**config.mk**
```make
export PLATFORM = sky130hd
export DESIGN_NAME = mcr_regs
export DESIGN_NICKNAME = d
export VERILOG_FILES = /design/src/rtl/mcr_pkg.sv /design/src/rtl/mcr_regs.sv
export SDC_FILE = /design/constraint.sdc
export NUM_CORES = 1
export LEC_CHECK = 0
export BUFFER_PORTS_ARGS = -buffer_cell sky130_fd_sc_hd__buf_2
export CORE_ASPECT_RATIO = 1.25
export CORE_MARGIN = 8
export CORE_UTILIZATION = 44
export CTS_CLUSTER_DIAMETER = 80
export DETAILED_ROUTE_END_ITERATION = 6
export HOLD_SLACK_MARGIN = 0.03
export PLACE_DENSITY = 0.65
export SLEW_MARGIN = 40
export SYNTH_ARGS = -nofsm -noshare
export SYNTH_HDL_FRONTEND = slang
export SYNTH_SLANG_ARGS = --single-unit
```
**constraint.sdc**
```tcl
create_clock -name sys_clk -period 6.2 [get_ports sys_clk]
set_clock_uncertainty 0.2 [all_clocks]
set_input_delay 1.24 -clock sys_clk [delete_from_list [all_inputs] [get_ports sys_clk]]
set_output_delay 1.24 -clock sys_clk [all_outputs]
set_load 0.05 [all_outputs]
```
**src/rtl/mcr_pkg.sv**
```systemverilog
// Constants shared by the meter calibration register bank
`default_nettype none
package mcr_pkg;
   //------------------------------------------------------------
   // Register port
   //------------------------------------------------------------
   localparam int ADDR_W = 12;
   localparam logic [11:0] OFF_EFF_ACT_SHIFT = 12'h024;
   localparam logic [11:0] OFF_EFF_REACT_GAIN = 12'h025;
   localparam logic [11:0] OFF_EFF_REACT_GAIN_HI = 12'h026;
   localparam logic [11:0] OFF_EFF_REACT_SHIFT = 12'h027;
   localparam logic [11:0] CAL_BASE = 12'h028;
   localparam logic [11:0] CAL_LAST = 12'h048;
   localparam int CAL_BYTES = 33;
   //------------------------------------------------------------
   // Calibration byte indexes, relative to the bank base
   //------------------------------------------------------------
   localparam int IDX_PHASE_LO = 'h28 - 'h28;
   localparam int IDX_PHASE_HI = 'h29 - 'h28;
   localparam int IDX_VOLT_GAIN = 'h2a - 'h28;
   localparam int IDX_IRMS_GAIN_LO = 'h2c - 'h28;
   localparam int IDX_IRMS_GAIN_HI = 'h2e - 'h28;
   localparam int IDX_ACT_PWR_LO = 'h30 - 'h28;
   localparam int IDX_ACT_PWR_HI = 'h32 - 'h28;
   localparam int IDX_ACT_EGAIN_LO = 'h34 - 'h28;
   localparam int IDX_ACT_EGAIN_HI = 'h36 - 'h28;
   localparam int IDX_ACT_SHIFT_LO = 'h38 - 'h28;
   localparam int IDX_ACT_SHIFT_HI = 'h39 - 'h28;
   localparam int IDX_REACT_PWR_LO = 'h3a - 'h28;
   localparam int IDX_REACT_PWR_HI = 'h3c - 'h28;
   localparam int IDX_REACT_EGAIN_LO = 'h3e - 'h28;
   localparam int IDX_REACT_EGAIN_HI = 'h40 - 'h28;
   localparam int IDX_REACT_SHIFT_LO = 'h42 - 'h28;
   localparam int IDX_REACT_SHIFT_HI = 'h43 - 'h28;
   localparam int IDX_METER_CONST = 'h44 - 'h28;
   localparam int IDX_PULSE_MS = 'h46 - 'h28;
   localparam int IDX_NO_LOAD = 'h47 - 'h28;
   localparam int IDX_CYCLE_EXP = 'h48 - 'h28;
   //------------------------------------------------------------
   // Reset values and limits
   //------------------------------------------------------------
   localparam logic [7:0] CYCLE_EXP_RESET = 8'h04;
   localparam logic [7:0] CYCLE_EXP_MAX = 8'h0f;
   localparam logic [7:0] PULSE_MS_RESET = 8'h0a;
   localparam logic [7:0] PULSE_MS_MAX = 8'h41;
   localparam logic [15:0] REGION_SWITCH_LEVEL = 16'h1388;
   //------------------------------------------------------------
   // Timing
   //------------------------------------------------------------
   localparam int CLK_PERIOD_NS = 10;
   localparam int MS_TICK_NS = 1000000;
   localparam int MS_TICK_CYCLES = MS_TICK_NS / CLK_PERIOD_NS;
endpackage
`default_nettype wire

```
**src/rtl/mcr_regs.sv**
```systemverilog
// Meter calibration register bank with region copies and energy pulse timing
//
// Functional notes
// - Read-only effective active shift at 0x024
// - Read-only effective reactive gain at 0x025
// - Read-only effective reactive shift at 0x027
// - Writable low-region phase compensation at 0x028
// - Writable high-region phase compensation at 0x029
// - One voltage RMS gain at 0x02A
// - Current RMS gains low 0x02C, high 0x02E
// - Active power gains low 0x030, high 0x032
// - Active energy gains low 0x034, high 0x036
// - Active shift counts low 0x038, high 0x039
// - Reactive power gains low 0x03A, high 0x03C
// - Reactive energy gains low 0x03E, high 0x040
// - Reactive shift counts at 0x042, 0x043
// - Energy pulse lasts programmed milliseconds, max 65
// - No accumulation below low-region no-load threshold
// - Computation cycle is 2^n line cycles
// - Cycle exponent resets to 4
// - Host region bit: one low, zero high
// - Force bit bypasses automatic region selection
`timescale 1ns/10ps
`default_nettype none

//------------------------------------------------------------
// Energy pulse generator
//------------------------------------------------------------
module mcr_pulse_gen #(
   parameter int MS_CYCLES = mcr_pkg::MS_TICK_CYCLES
) (
   // Clock and reset
   input wire logic sys_clk,
   input wire logic resetn,
   // Request and width
   input wire logic start,
   input wire logic [7:0] widthMs,
   // Pulse out
   output logic pulse
);
   typedef struct packed {
      logic active;
      logic [16:0] cycleCnt;
      logic [7:0] msLeft;
   } mcr_pulse_t;

   mcr_pulse_t st;
   mcr_pulse_t next_st;
   logic [7:0] clampWidth;
   logic msDone;

   always_comb begin
      next_st = st;
      clampWidth = widthMs;
      if (widthMs == 8'h00) begin
         clampWidth = 8'h01;
      end else if (widthMs > mcr_pkg::PULSE_MS_MAX) begin
         clampWidth = mcr_pkg::PULSE_MS_MAX;
      end
      msDone = (st.cycleCnt == 17'(MS_CYCLES - 1));
      if (!st.active) begin
         if (start) begin
            next_st.active = 1'b1;
            next_st.cycleCnt = 17'h0;
            next_st.msLeft = clampWidth;
         end
      end else if (msDone) begin
         // Millisecond tick; requests while active are dropped
         next_st.cycleCnt = 17'h0;
         next_st.msLeft = st.msLeft - 8'h01;
         if (st.msLeft == 8'h01) begin
            next_st.active = 1'b0;
         end
      end else begin
         next_st.cycleCnt = st.cycleCnt + 17'h1;
      end
   end

   always_ff @(posedge sys_clk or negedge resetn) begin
      if (!resetn) begin
         st <= '0;
      end else begin
         st <= next_st;
      end
   end

   assign pulse = st.active;

   pulse_load_a: assert property (@(posedge sys_clk) disable iff (!resetn)
      (start && !st.active) |=> (st.active && st.msLeft == $past(clampWidth)))
      else $error("pulse width not loaded");
   pulse_norestart_a: assert property (@(posedge sys_clk) disable iff (!resetn)
      (st.active && !msDone) |=> (st.active && $stable(st.msLeft)))
      else $error("pulse restarted or cut short");
   pulse_end_a: assert property (@(posedge sys_clk) disable iff (!resetn)
      (st.active && msDone && st.msLeft == 8'h01) |=> !st.active)
      else $error("pulse did not end");
endmodule

//------------------------------------------------------------
// Register bank top
//------------------------------------------------------------
module mcr_regs #(
   parameter int MS_CYCLES = mcr_pkg::MS_TICK_CYCLES
) (
   // Clock and reset
   input wire logic sys_clk,
   input wire logic resetn,
   // Byte register port from the command parser
   input wire logic [11:0] regAddr,
   input wire logic regWrite,
   input wire logic [7:0] regWrData,
   input wire logic regRead,
   output logic [7:0] regRdData,
   output logic regRdValid,
   // Region control and measurement
   input wire logic forceRegion,
   input wire logic hostRegionChoice,
   input wire logic [15:0] currentRmsIndication,
   input wire logic lineCycleTick,
   // Energy pulse requests
   input wire logic activePulseRequest,
   input wire logic reactivePulseRequest,
   // Effective calibration to the datapath
   output logic regionLow,
   output logic computeCycleEnd,
   output logic accumulateEnable,
   output logic [7:0] phaseComp,
   output logic [15:0] voltageRmsGain,
   output logic [15:0] currentRmsGain,
   output logic [15:0] activePowerGain,
   output logic [15:0] reactivePowerGain,
   output logic [15:0] activeEnergyGain,
   output logic [7:0] effActiveEnergyShift,
   output logic [15:0] effReactiveEnergyGain,
   output logic [7:0] effReactiveEnergyShift,
   output logic [15:0] impulsesPerKwh,
   // Energy pulses
   output logic activeEnergyPulse,
   output logic reactiveEnergyPulse
);
   typedef struct packed {
      logic [mcr_pkg::CAL_BYTES-1:0][7:0] cal;
      logic regionLow;
      logic loadPending;
      logic cycleEnd;
      logic [15:0] lineCount;
      logic accumulate;
      logic [7:0] phaseComp;
      logic [15:0] irmsGain;
      logic [15:0] actPwrGain;
      logic [15:0] reactPwrGain;
      logic [15:0] actEGain;
      logic [7:0] actShift;
      logic [15:0] reactEGain;
      logic [7:0] reactShift;
      logic [7:0] rdData;
      logic rdValid;
   } mcr_state_t;

   mcr_state_t st;
   mcr_state_t next_st;
   logic [11:0] calOff;
   logic inCal;
   logic [7:0] cycleExp;
   logic [16:0] lineTarget;
   logic doUpdate;
   logic selLow;

   function automatic logic [15:0] calWord(input logic [mcr_pkg::CAL_BYTES-1:0][7:0] c,
                                           input int idx);
      calWord = {c[idx + 1], c[idx]};
   endfunction

   always_comb begin
      next_st = st;
      calOff = regAddr - mcr_pkg::CAL_BASE;
      inCal = (regAddr >= mcr_pkg::CAL_BASE) && (regAddr <= mcr_pkg::CAL_LAST);
      // Calibration writes, one byte each
      if (regWrite && inCal) begin
         next_st.cal[calOff[5:0]] = regWrData;
      end
      // Byte reads; unmapped reads return zero
      next_st.rdValid = regRead;
      next_st.rdData = 8'h00;
      if (regRead) begin
         if (inCal) begin
            next_st.rdData = st.cal[calOff[5:0]];
         end else if (regAddr == mcr_pkg::OFF_EFF_ACT_SHIFT) begin
            next_st.rdData = st.actShift;
         end else if (regAddr == mcr_pkg::OFF_EFF_REACT_GAIN) begin
            next_st.rdData = st.reactEGain[7:0];
         end else if (regAddr == mcr_pkg::OFF_EFF_REACT_GAIN_HI) begin
            next_st.rdData = st.reactEGain[15:8];
         end else if (regAddr == mcr_pkg::OFF_EFF_REACT_SHIFT) begin
            next_st.rdData = st.reactShift;
         end
      end
      // Computation cycle of 2^n line cycles
      cycleExp = st.cal[mcr_pkg::IDX_CYCLE_EXP];
      if (cycleExp > mcr_pkg::CYCLE_EXP_MAX) begin
         cycleExp = mcr_pkg::CYCLE_EXP_MAX;
      end
      lineTarget = 17'h1 << cycleExp[3:0];
      next_st.cycleEnd = 1'b0;
      doUpdate = st.loadPending;
      if (lineCycleTick) begin
         if (({1'b0, st.lineCount} + 17'h1) >= lineTarget) begin
            next_st.lineCount = 16'h0;
            next_st.cycleEnd = 1'b1;
            doUpdate = 1'b1;
         end else begin
            next_st.lineCount = st.lineCount + 16'h1;
         end
      end
      // Region choice: host bit when forced, else from current RMS
      if (forceRegion) begin
         selLow = hostRegionChoice;
      end else begin
         selLow = (currentRmsIndication < mcr_pkg::REGION_SWITCH_LEVEL);
      end
      // All copies switch together at the boundary
      if (doUpdate) begin
         next_st.loadPending = 1'b0;
         next_st.regionLow = selLow;
         if (selLow) begin
            next_st.phaseComp = st.cal[mcr_pkg::IDX_PHASE_LO];
            next_st.irmsGain = calWord(st.cal, mcr_pkg::IDX_IRMS_GAIN_LO);
            next_st.actPwrGain = calWord(st.cal, mcr_pkg::IDX_ACT_PWR_LO);
            next_st.reactPwrGain = calWord(st.cal, mcr_pkg::IDX_REACT_PWR_LO);
            next_st.actEGain = calWord(st.cal, mcr_pkg::IDX_ACT_EGAIN_LO);
            next_st.actShift = st.cal[mcr_pkg::IDX_ACT_SHIFT_LO];
            next_st.reactEGain = calWord(st.cal, mcr_pkg::IDX_REACT_EGAIN_LO);
            next_st.reactShift = st.cal[mcr_pkg::IDX_REACT_SHIFT_LO];
         end else begin
            next_st.phaseComp = st.cal[mcr_pkg::IDX_PHASE_HI];
            next_st.irmsGain = calWord(st.cal, mcr_pkg::IDX_IRMS_GAIN_HI);
            next_st.actPwrGain = calWord(st.cal, mcr_pkg::IDX_ACT_PWR_HI);
            next_st.reactPwrGain = calWord(st.cal, mcr_pkg::IDX_REACT_PWR_HI);
            next_st.actEGain = calWord(st.cal, mcr_pkg::IDX_ACT_EGAIN_HI);
            next_st.actShift = st.cal[mcr_pkg::IDX_ACT_SHIFT_HI];
            next_st.reactEGain = calWord(st.cal, mcr_pkg::IDX_REACT_EGAIN_HI);
            next_st.reactShift = st.cal[mcr_pkg::IDX_REACT_SHIFT_HI];
         end
      end
      // No-load gate applies in the low region only
      next_st.accumulate = !(st.regionLow &&
         (currentRmsIndication < {8'h00, st.cal[mcr_pkg::IDX_NO_LOAD]}));
   end

   always_ff @(posedge sys_clk or negedge resetn) begin
      if (!resetn) begin
         st <= '0;
         st.cal[mcr_pkg::IDX_CYCLE_EXP] <= mcr_pkg::CYCLE_EXP_RESET;
         st.cal[mcr_pkg::IDX_PULSE_MS] <= mcr_pkg::PULSE_MS_RESET;
         st.loadPending <= 1'b1;
      end else begin
         st <= next_st;
      end
   end

   //------------------------------------------------------------
   // Energy pulses, gated by the no-load state
   //------------------------------------------------------------
   mcr_pulse_gen #(.MS_CYCLES(MS_CYCLES)) actPulse (
      .sys_clk(sys_clk),
      .resetn(resetn),
      .start(activePulseRequest && st.accumulate),
      .widthMs(st.cal[mcr_pkg::IDX_PULSE_MS]),
      .pulse(activeEnergyPulse)
   );

   mcr_pulse_gen #(.MS_CYCLES(MS_CYCLES)) reactPulse (
      .sys_clk(sys_clk),
      .resetn(resetn),
      .start(reactivePulseRequest && st.accumulate),
      .widthMs(st.cal[mcr_pkg::IDX_PULSE_MS]),
      .pulse(reactiveEnergyPulse)
   );

   assign regRdData = st.rdData;
   assign regRdValid = st.rdValid;
   assign regionLow = st.regionLow;
   assign computeCycleEnd = st.cycleEnd;
   assign accumulateEnable = st.accumulate;
   assign phaseComp = st.phaseComp;
   assign voltageRmsGain = calWord(st.cal, mcr_pkg::IDX_VOLT_GAIN);
   assign currentRmsGain = st.irmsGain;
   assign activePowerGain = st.actPwrGain;
   assign reactivePowerGain = st.reactPwrGain;
   assign activeEnergyGain = st.actEGain;
   assign effActiveEnergyShift = st.actShift;
   assign effReactiveEnergyGain = st.reactEGain;
   assign effReactiveEnergyShift = st.reactShift;
   assign impulsesPerKwh = calWord(st.cal, mcr_pkg::IDX_METER_CONST);

   //------------------------------------------------------------
   // Checks
   //------------------------------------------------------------
   eff_copies_stable_a: assert property (@(posedge sys_clk) disable iff (!resetn)
      !doUpdate |=> $stable({st.regionLow, st.actShift, st.reactEGain, st.reactShift, st.irmsGain}))
      else $error("effective copy changed off boundary");
   eff_react_gain_a: assert property (@(posedge sys_clk) disable iff (!resetn)
      (st.cycleEnd && $stable(st.cal)) |-> (st.reactEGain == (st.regionLow ?
         calWord(st.cal, mcr_pkg::IDX_REACT_EGAIN_LO) : calWord(st.cal, mcr_pkg::IDX_REACT_EGAIN_HI))))
      else $error("wrong reactive gain copy");
   eff_react_shift_a: assert property (@(posedge sys_clk) disable iff (!resetn)
      (st.cycleEnd && $stable(st.cal)) |-> (st.reactShift == (st.regionLow ?
         st.cal[mcr_pkg::IDX_REACT_SHIFT_LO] : st.cal[mcr_pkg::IDX_REACT_SHIFT_HI])))
      else $error("wrong reactive shift copy");
   read_act_shift_a: assert property (@(posedge sys_clk) disable iff (!resetn)
      (regRead && regAddr == mcr_pkg::OFF_EFF_ACT_SHIFT) |=> (regRdValid && regRdData == $past(st.actShift)))
      else $error("effective active shift read wrong");
   write_phase_lo_a: assert property (@(posedge sys_clk) disable iff (!resetn)
      (regWrite && regAddr == mcr_pkg::CAL_BASE) |=> (st.cal[mcr_pkg::IDX_PHASE_LO] == $past(regWrData)))
      else $error("phase compensation write lost");
   force_region_a: assert property (@(posedge sys_clk) disable iff (!resetn)
      (doUpdate && forceRegion) |=> (regionLow == $past(hostRegionChoice)))
      else $error("forced region not applied");
   no_load_a: assert property (@(posedge sys_clk) disable iff (!resetn)
      (st.regionLow && currentRmsIndication < {8'h00, st.cal[mcr_pkg::IDX_NO_LOAD]}) |=> !accumulateEnable)
      else $error("accumulation below no-load threshold");
   cycle_len_a: assert property (@(posedge sys_clk) disable iff (!resetn)
      (lineCycleTick && ({1'b0, st.lineCount} + 17'h1) == lineTarget) |=> (computeCycleEnd && st.lineCount == 16'h0))
      else $error("computation cycle length wrong");
endmodule

`default_nettype wire

```
# [Yosys cells after proc, flatten, opt, wreduce, memory -nomap -nowiden]
# Index checks and enable logic that the tools add are counted.
[totals] in_bits=45 out_inout_bits=150 regBits=449 elab_cells=126
[op_classes] n_mux=33 addsub=7 shift=1 magnitude_cmp=9 n_eq_ne=10 reduce_logical=12
[op_table] operator="264-bit bitwise mux" count=1
[op_table] operator="104-bit 2-to-1 mux" count=1
[op_table] operator="26-bit 2-to-1 mux" count=4
[op_table] operator="8-bit 2-to-1 mux" count=12
[op_table] operator="17-bit 2-to-1 mux" count=3
[op_table] operator="8-bit binary-select mux with 6-bit select" count=1
[op_table] operator="8-bit demux with 6-bit select" count=1
[op_table] operator="12-bit by 6-bit equality test with 1-bit output (second input constant)" count=4
[op_table] operator="17-bit by 1-bit adder with 17-bit output (second input constant)" count=2
[op_table] operator="17-bit equality test (second input constant)" count=2
[op_table] operator="16-bit by 1-bit adder with 17-bit output (second input constant)" count=1
[op_table] operator="17-bit >= comparator" count=1
[op_table] operator="1-bit by 4-bit << shifter with 17-bit output (first input constant)" count=1
[op_table] operator="16-bit by 1-bit adder with 16-bit output (second input constant)" count=1
[op_table] operator="8-bit by 1-bit equality test with 1-bit output (second input constant)" count=2
[op_table] operator="16-bit by 13-bit less-than comparator with 1-bit output (second input constant)" count=1
[op_table] operator="16-bit by 8-bit less-than comparator with 1-bit output" count=1
[op_table] operator="16-bit 2-to-1 mux" count=1
[op_table] operator="8-bit by 1-bit subtractor with 8-bit output (second input constant)" count=2
[op_table] operator="12-bit by 6-bit >= comparator with 1-bit output (second input constant)" count=1
[op_table] operator="12-bit by 7-bit less-or-equal comparator with 1-bit output (second input constant)" count=1
[op_table] operator="8-bit by 4-bit > comparator with 1-bit output (second input constant)" count=1
[op_table] operator="8-bit by 7-bit > comparator with 1-bit output (second input constant)" count=1
[op_table] operator="8-bit logical NOT" count=1
[op_table] operator="other kinds (10)" count=25

# [Depth between registers and ports, before layout]
# Gate-level depths: netlist of run 1.
[depth] depth_word=7 depth_mapped=17 depth_no_buf=14

# [Cells and area by module]
# Synthesis of run 1 repeated with hierarchy kept, for this count alone.
[unflattened] hier_cells=2138 hier_area_um2=24299.6
[modules_own_cells] module="mcr_regs" n_inst=1 cells_per_inst=1798 area_each_um2=21234.1 seq_area_each_um2=9939.5
[modules_own_cells] module="mcr_pulse_gen" n_inst=2 cells_per_inst=170 area_each_um2=1532.7 seq_area_each_um2=650.6

# [Worst setup path after synthesis of run 1]
# No wires, ideal clock.
[synth_path] kind="register -> register" startpoint="register st[395] (netlist name)" endpoint="register st (netlist bit currentRmsGain[12])" n_path_buf=3 period_less_slack_ps=3834 path_stages_with_launch=14 setup_slack_ps=2366 arrival_ps=3489 cell_sequence="dfrtp_1 > or4_1 > nor3b_1 > nand3_1 > ha_1 > a21o_1 > a21oi_1 > o21ai_0 > or3_1 > clkbuf_1 > o21ai_1 > buf_2 > buf_1 > a22oi_1"
[synth_between] elab_chain_len=6
[synth_lines] element="from (decl)" line="mcr_regs.sv:161" source="mcr_state_t st;"
[synth_lines] element="from (signal assigned)" line="mcr_regs.sv:258" source="st <= next_st;"
[synth_lines] element="8-bit by 4-bit > comparator with 1-bit output" line="mcr_regs.sv:201" source="if (cycleExp > mcr_pkg::CYCLE_EXP_MAX) begin"
[synth_lines] element="4-bit 2-to-1 mux" line="mcr_regs.sv:201"
[synth_lines] element="1-bit by 4-bit << shifter with 17-bit output" line="mcr_regs.sv:204" source="lineTarget = 17'h1 << cycleExp[3:0];"
[synth_lines] element="17-bit >= comparator" line="mcr_regs.sv:208" source="if (({1'b0, st.lineCount} + 17'h1) >= lineTarget) begin"
[synth_lines] element="1-bit 2-to-1 mux" line="mcr_regs.sv:208"
[synth_lines] element="1-bit 2-to-1 mux" line="mcr_regs.sv:207" source="if (lineCycleTick) begin"
# No other way between the ends.
# A chain may end at the register's enable or synchronous reset.

# [Worst setup path in the final report of run 1]
[layout_path] startpoint="register st[114] (netlist name)" endpoint="register st (netlist bit activePowerGain[2])"
[layout_between] elab_chain_len=4
[layout_lines] element="16-bit by 1-bit adder with 17-bit output" line="mcr_regs.sv:208"
[layout_lines] element="17-bit >= comparator" line="mcr_regs.sv:208"
[layout_lines] element="1-bit 2-to-1 mux" line="mcr_regs.sv:208"
[layout_lines] element="1-bit 2-to-1 mux" line="mcr_regs.sv:207"
# No other way between the ends.

==> out/summary.md, run 1 <==
* run status: finished, final reports clean
* DR pass1 iterations: 5
* largest net degree at the start of global routing: 165
* static leakage: 12.4 nW
* starting density of the core: 44.3%
* Total Nets Final: 2205
* Routed WL per cell: 24.7 um
* RePlAce Congestion: 0.930
* main combinational cell family by area after synthesis: multiplexers
* setup TNS: 0 ps
* total vias in the final route: 17400
* routed vias/inst: 6.01
* warning count from the yosys run: 0
* largest fanout on the critical path: 61
* number of global-route vias before repair: 17800
* mux cell area share after synthesis: 20.0%
* required arrival time at the worst endpoint: 6430 ps
* Synth Area per Inst: 11.3 um^2
* clock tree from TritonCTS: yes
* Sinks on Clock Net: 449
* post-CTS setup repair buffer count: 0
* Fin Hold WS: 310 ps
* max-slew violation total from the final report: 0
* fraction of synthesized cell area in xor and xnor cells: 0.578%
* num ports: 195
* count of final hold-check violations: 0
* cell count after synthesis: 2152
* die width: 226 um
* Inserted Clock Buffers: 48
* die outline area: 62900 um^2
* number of flops mapped to enable cells by yosys: 0
* detailed placement HPWL: 49700 um
* clock-pin slew on the worst setup and hold paths: 60 ps
* die boundary height: 278 um
* number of nets with antenna violations after routing: 0
* Initial DRC Count: 1571
* Post-Syn Area: 24200 um^2
* area fraction in compound gates after synthesis: 12.4%
* Critical Path Start Type: register
* R2R setup slack: 1830 ps
* unrepaired setup endpoints after global routing: no
* CTS Root Cell: clkbuf_16
* category of the most critical setup path: reg2reg
* Max Clock Freq: 229 MHz
* floorplan core area: 54700 um^2
* most instantiated flip-flop cell in the synthesis netlist: dfrtp_1
* power per cell area: 263 nW/um^2
* Post-Synth Adder-Cell Area: 1.65%
* Hold Path Class: reg2reg
* endpoint kind of the worst setup timing path: register
* worst-case clock buffer depth: 3
* number of antenna violations at the first check in global routing: 3
* first-pass GRT wire length: 111000 um
* setup violation total in the final timing report: 0
* fraction of registers with async set or reset after synthesis: 100%
* Cell Rows: 96
* worst slew pin tran: 827 ps
* clock latency on the worst-skew pair: 600 ps
* fill count: 4937
* share of post-route cells with drive strength above 1: 31.9%
* DR DRC count: 0
* worst supply voltage drop on vdd: 0.182 mV
* final clock period utilization by the worst path: 70.5%
* sequential-to-total area share from yosys stat: 46.4%
* syn_nets: 2229
* share of synthesized cell area in and, or, nand and nor gates: 11.6%
* synthesized flop and latch total: 449
* number of library cell types mapped by synthesis: 75
* port bufs: 194
* all-layer global routing usage: 22.7%
* deepest level of the CTS H-tree: 2
* quantity of hold-fixing buffers added after cts: 0
* arrival time reported for the critical path endpoint: 4600 ps
* global route overflow: 0
* Period minus WS final: 4370 ps
* cells resized by post-CTS repair: 0
* growth of design area from synthesis to finish: 9.42%
* DRT Wirelength: 71700 um
* max-cap viol count: 0
* worst slew margin relative to its limit: 44.9%
## sequential cells by signal (all words and copies together), names as in the netlist, 16 cells and up
| register | count |
|---|---|
| actPulse.st | 25 |
| activeEnergyGain | 16 |
| activePowerGain | 16 |
| currentRmsGain | 16 |
| effReactiveEnergyGain | 16 |
| impulsesPerKwh | 16 |
| reactPulse.st | 25 |
| reactivePowerGain | 16 |
| st | 249 |
| voltageRmsGain | 16 |
## per-stage QoR
stage	worst slack [ps]	total power (W)	instances	util, %	instance area (um^2)
global route	1540	0.00721	2903	48.5	26500
global placement	1670	0.00393	2810	45.3	24700
finish	1830	0.00696	2904	48.5	26500
CTS	1840	0.00701	2901	48.4	26500
floorplan	2370	0.00372	2152	-	24200
detailed placement	1790	0.00396	2812	45.4	24800
## layout make-up
type                            instances  area (um^2)  area share [%]
Multi-Input combinational cell       1374        11200            42.4
Sequential cell                       449        11200            42.4
Clock buffer                           74         1460            5.51
Timing Repair Buffer                  218         1280            4.81
Tap cell                              735          920            3.47
Clock inverter                         15          215           0.812
Inverter                               37          139           0.524
Antenna cell                            2         5.00          0.0189
## metal layers
layer	wire (um)	up-vias	part of all wire, %	GRT usage (%)
met5	0	-	0	0
met4	3130	0	4.4	9.64
met3	3660	148	5.1	2.99
met2	36100	568	50	38.5
met1	28900	9026	40	28.8
li1	-	7699	-	-
## worst max-delay path, stage by stage (launching register included)
cell	delay [ps]
dfrtp_1	450
ha_1	290
and3_1	250
nand3_1	190
nor2_1	210
nand3_1	160
xnor2_1	170
ha_1	320
a21o_1	180
a21oi_1	120
o21ai_0	130
or3_1	540
o21ai_4	180
buf_4	520
a22oi_1	210
## worst paths after layout
check | end | cells after the start | startpoint
setup / recovery | activePowerGain[2] | 14 | st[114]
hold / removal | reactPulse.st[18] | 1 | reactPulse.st[18]
setup reg to reg | activePowerGain[2] | 14 | st[114]
hold reg to reg | reactPulse.st[18] | 1 | reactPulse.st[18]
max in group asynchronous | st[238] | 3 | resetn
min in group asynchronous | reactPulse.st[17] | 1 | resetn
## report_power, final
| part | switching [W] | leakage, nW | internal [W] |
|---|---|---|---|
| sequential | 0.000122 | 6.06 | 0.00304 |
| clock | 0.00123 | 0.829 | 0.00183 |
| combinational | 0.000535 | 5.53 | 0.000210 |
## cells in the mapped netlist, types with 42 or more instances
cell type	instances	area (um^2)
mux2_2	269	3030
a22oi_1	109	818
buf_4	144	1080
nor2_1	154	578
a211oi_1	113	848
nand2_1	74	278
nor2b_1	116	726
o21ai_0	66	330
dfrtp_1	445	11100
clkbuf_1	113	424
a21oi_1	42	210
mux4_2	67	1510
## cell usage in the layout (no fill, tap or decap), types with 66 or more instances in the layout
cell type / instances
dfrtp_1: 445
a211oi_1: 113
nor2b_1: 116
o21ai_0: 66
nand2_1: 74
buf_2: 191
mux2_2: 269
nor2_1: 153
mux4_2: 67
a22oi_1: 109
## kinds of logic after synthesis
family,after synthesis
buf+inv,329
compound gates,425
xor+xnor,16
mux,365
fa+ha+maj,32
other cells,1
flops,449
simple gates,535
(Power assumes the default switching activity.)
==> inputs of run 2 (changes only) <==
- PLACE_DENSITY: 0.65 -> 0.67
- clock period: 6.2 -> 3.6 ns (I/O delays scaled with it)
==> run 2 against run 1 <==
Against the previous run: the run now ends with negative setup slack left; die area unchanged; sequential power is 72% higher; clock power up 67%; non-clock buffer count grew 119; worst hold slack worse by 170 ps; register-to-register slack got worse by 2000 ps; sequential share of layout area decreased by 2.5 points; worst setup slack worse by 2000 ps; critical path type unchanged; largest power group unchanged; highest routed layer unchanged.
==> out/summary.md, run 2 (synthesis gave the netlist of run 1 again) <==
* top library cells by usage in the layout, fill and taps aside: 445 x dfrtp_1, 269 x mux2_2, 191 x buf_2, unchanged
* total design power: 0.0120 W, was 0.00696 W
* largest net degree at the start of global routing: 96, was 165
* registers with the most flip-flops: st (249), actPulse.st (25), reactPulse.st (25), unchanged
* max-cap viol count: 0, unchanged
* count of final hold-check violations: 0, unchanged
* library cell contributing the largest single delay on the critical path: or4_4, was or3_1
* cell-by-cell trace of the critical path: or4_4, nor3_4, nand2_1, ha_4, a211oi_2, a21oi_4, o41a_1, or3_4, buf_16, a22oi_1, was ha_1, and3_1, nand3_1, nor2_1, nand3_1, xnor2_1, ha_1, a21o_1, a21oi_1, o21ai_0, or3_1, o21ai_4, buf_4, a22oi_1
* Hold Startpoint: regRead, was reactPulse.st[18]
* family with the most delay on the worst path: simple AND/OR/NAND/NOR gates, unchanged
* register name with the most flops: st, unchanged
* number of global-route vias before repair: 18700, was 17800
* worst slew pin tran: 855 ps, was 827 ps
* fill count: 4752, was 4937
* peak per-stage delay on the critical path: 620 ps, was 540 ps
* share of post-route cells with drive strength above 1: 37.2%, was 31.9%
* final clock period utilization by the worst path: 105%, was 70.5%
* Inserted Clock Buffers: 48, unchanged
* max-slew violation total from the final report: 0, unchanged
* Period minus WS final: 3770 ps, was 4370 ps
* detailed placement HPWL: 51900 um, was 49700 um
* run status: complete, but fails checks, was finished, final reports clean
* all-layer global routing usage: 23.9%, was 22.7%
* Routed WL per cell: 25.5 um, was 24.7 um
* worst-case clock buffer depth: 3, unchanged
* instance area at placement: 26000 um^2, was 24800 um^2
* starting density of the core: 44.3%, unchanged
* arrival time reported for the critical path endpoint: 4060 ps, was 4600 ps
* Total Nets Final: 2324, was 2205
* RePlAce Congestion: 0.907, was 0.930
* growth of design area from synthesis to finish: 16.4%, was 9.42%
* worst supply voltage drop on vdd: 0.294 mV, was 0.182 mV
* global route overflow: 0, unchanged
* deepest level of the CTS H-tree: 2, unchanged
* die outline area: 62900 um^2, unchanged
* routed vias/inst: 6.02, was 6.01
* Fin Hold WS: 136 ps, was 310 ps
* number of antenna violations at the first check in global routing: 1, was 3
* port bufs: 194, unchanged
* number of nets with antenna violations after routing: 0, unchanged
* die boundary height: 278 um, unchanged
* DR DRC count: 0, unchanged
* num ports: 195, unchanged
* floorplan core area: 54700 um^2, unchanged
* DR pass1 iterations: 6, was 5
* Critical path origin: st[394], was st[114]
* clock latency on the worst-skew pair: 600 ps, about the same
* commonest non-fill, non-tap cell in the layout: dfrtp_1, unchanged
* worst-case setup margin in the final layout: -171 ps, was 1830 ps
* first-pass GRT wire length: 116000 um, was 111000 um
* Hold Path Class: in2reg, was reg2reg
* category of the most critical setup path: reg2reg, unchanged
* Critical path buffers and inverters: 1, unchanged
* unrepaired setup endpoints after global routing: yes, was no
* Initial DRC Count: 1644, was 1571
* total vias in the final route: 18200, was 17400
* clock tree from TritonCTS: yes, unchanged
* violations in the final reports: negative setup slack
* Cell Rows: 96, unchanged
* endpoint kind of the worst setup timing path: register, unchanged
* required arrival time at the worst endpoint: 3890 ps, was 6430 ps
* Critical Path Start Type: register, unchanged
* final instance area: 28200 um^2, was 26500 um^2
* DP Worst Slack: -111 ps, was 1790 ps
* CTS Root Cell: clkbuf_16, unchanged
* worst slew margin relative to its limit: 43.0%, was 44.9%
* DRT Wirelength: 76900 um, was 71700 um
* max FFs per register: 249, unchanged
* Sinks on Clock Net: 449, unchanged
* Max Clock Freq: 265 MHz, was 229 MHz
* launching point of the worst reg2reg path: st[394], was st[114]
* setup violation total in the final timing report: 106, was 0
* largest fanout on the critical path: 32, was 61
* static leakage: 13.2 nW, was 12.4 nW
* clock-pin slew on the worst setup and hold paths: 60 ps, about the same
* die width: 226 um, unchanged
* power per cell area: 424 nW/um^2, was 263 nW/um^2
[run 2: metrics by stage]
stage	TNS, ps	utilization, %	instances
after global routing	-18390	51.6	3016
after detailed placement	-8580	47.7	2918
after global placement	-690	47.7	2918
after floorplan	-58.7	-	2152
after CTS	-3320	50.9	3009
final	-12740	51.6	3017
[run 2: area by class of cell]
cell class | instances | area [um^2] | area share, %
Multi-Input combinational cell | 1374 | 11500 | 40.9
Sequential cell | 449 | 11200 | 39.9
Timing Repair Buffer | 337 | 2740 | 9.73
Clock buffer | 70 | 1420 | 5.02
Tap cell | 735 | 920 | 3.26
Clock inverter | 14 | 190 | 0.674
Inverter | 37 | 139 | 0.493
Antenna cell | 1 | 2.50 | 0.00887
[run 2: path summary, 6_finish.rpt]
check                      cells past startpoint  slack [ps]                       end
min in group asynchronous                      2         440         voltageRmsGain[5]
max reg2reg                                   10        -170  effReactiveEnergyGain[1]
max in group asynchronous                      4        1780                   st[376]
max                                           10        -170  effReactiveEnergyGain[1]
min                                            1         140                regRdValid
min reg2reg                                    1         320         reactPulse.st[23]
[run 2: worst reg2reg max path: stages (launching register included)]
cell and delay, ps:
dfrtp_1 380, or4_4 620, nor3_4 230, nand2_1 140, ha_4 260, a211oi_2 310, a21oi_4 100, o41a_1 480
or3_4 500, buf_16 250, a22oi_1 200
[run 2: layer usage]
layer  track usage (%)  part of all wire, %  vias up
li1                  -                    -     7942
met1              29.6                   39     9382
met2              40.5                   50      655
met3              3.82                  5.8      178
met4              11.5                  5.3        0
met5                 0                    0        -
[run 2: power breakdown]
part           switching (W)  internal, W
clock                0.00211      0.00301
combinational       0.000976     0.000430
sequential          0.000210      0.00523
[run 2: timing repair]
action	CTS	global route
setup endpoints to repair	105	118
hold buffers	1	0
pin swaps	5	3
setup buffers	3	2
gates resized for setup	15	41
cloned	3	4
hold endpoints to repair	21	0
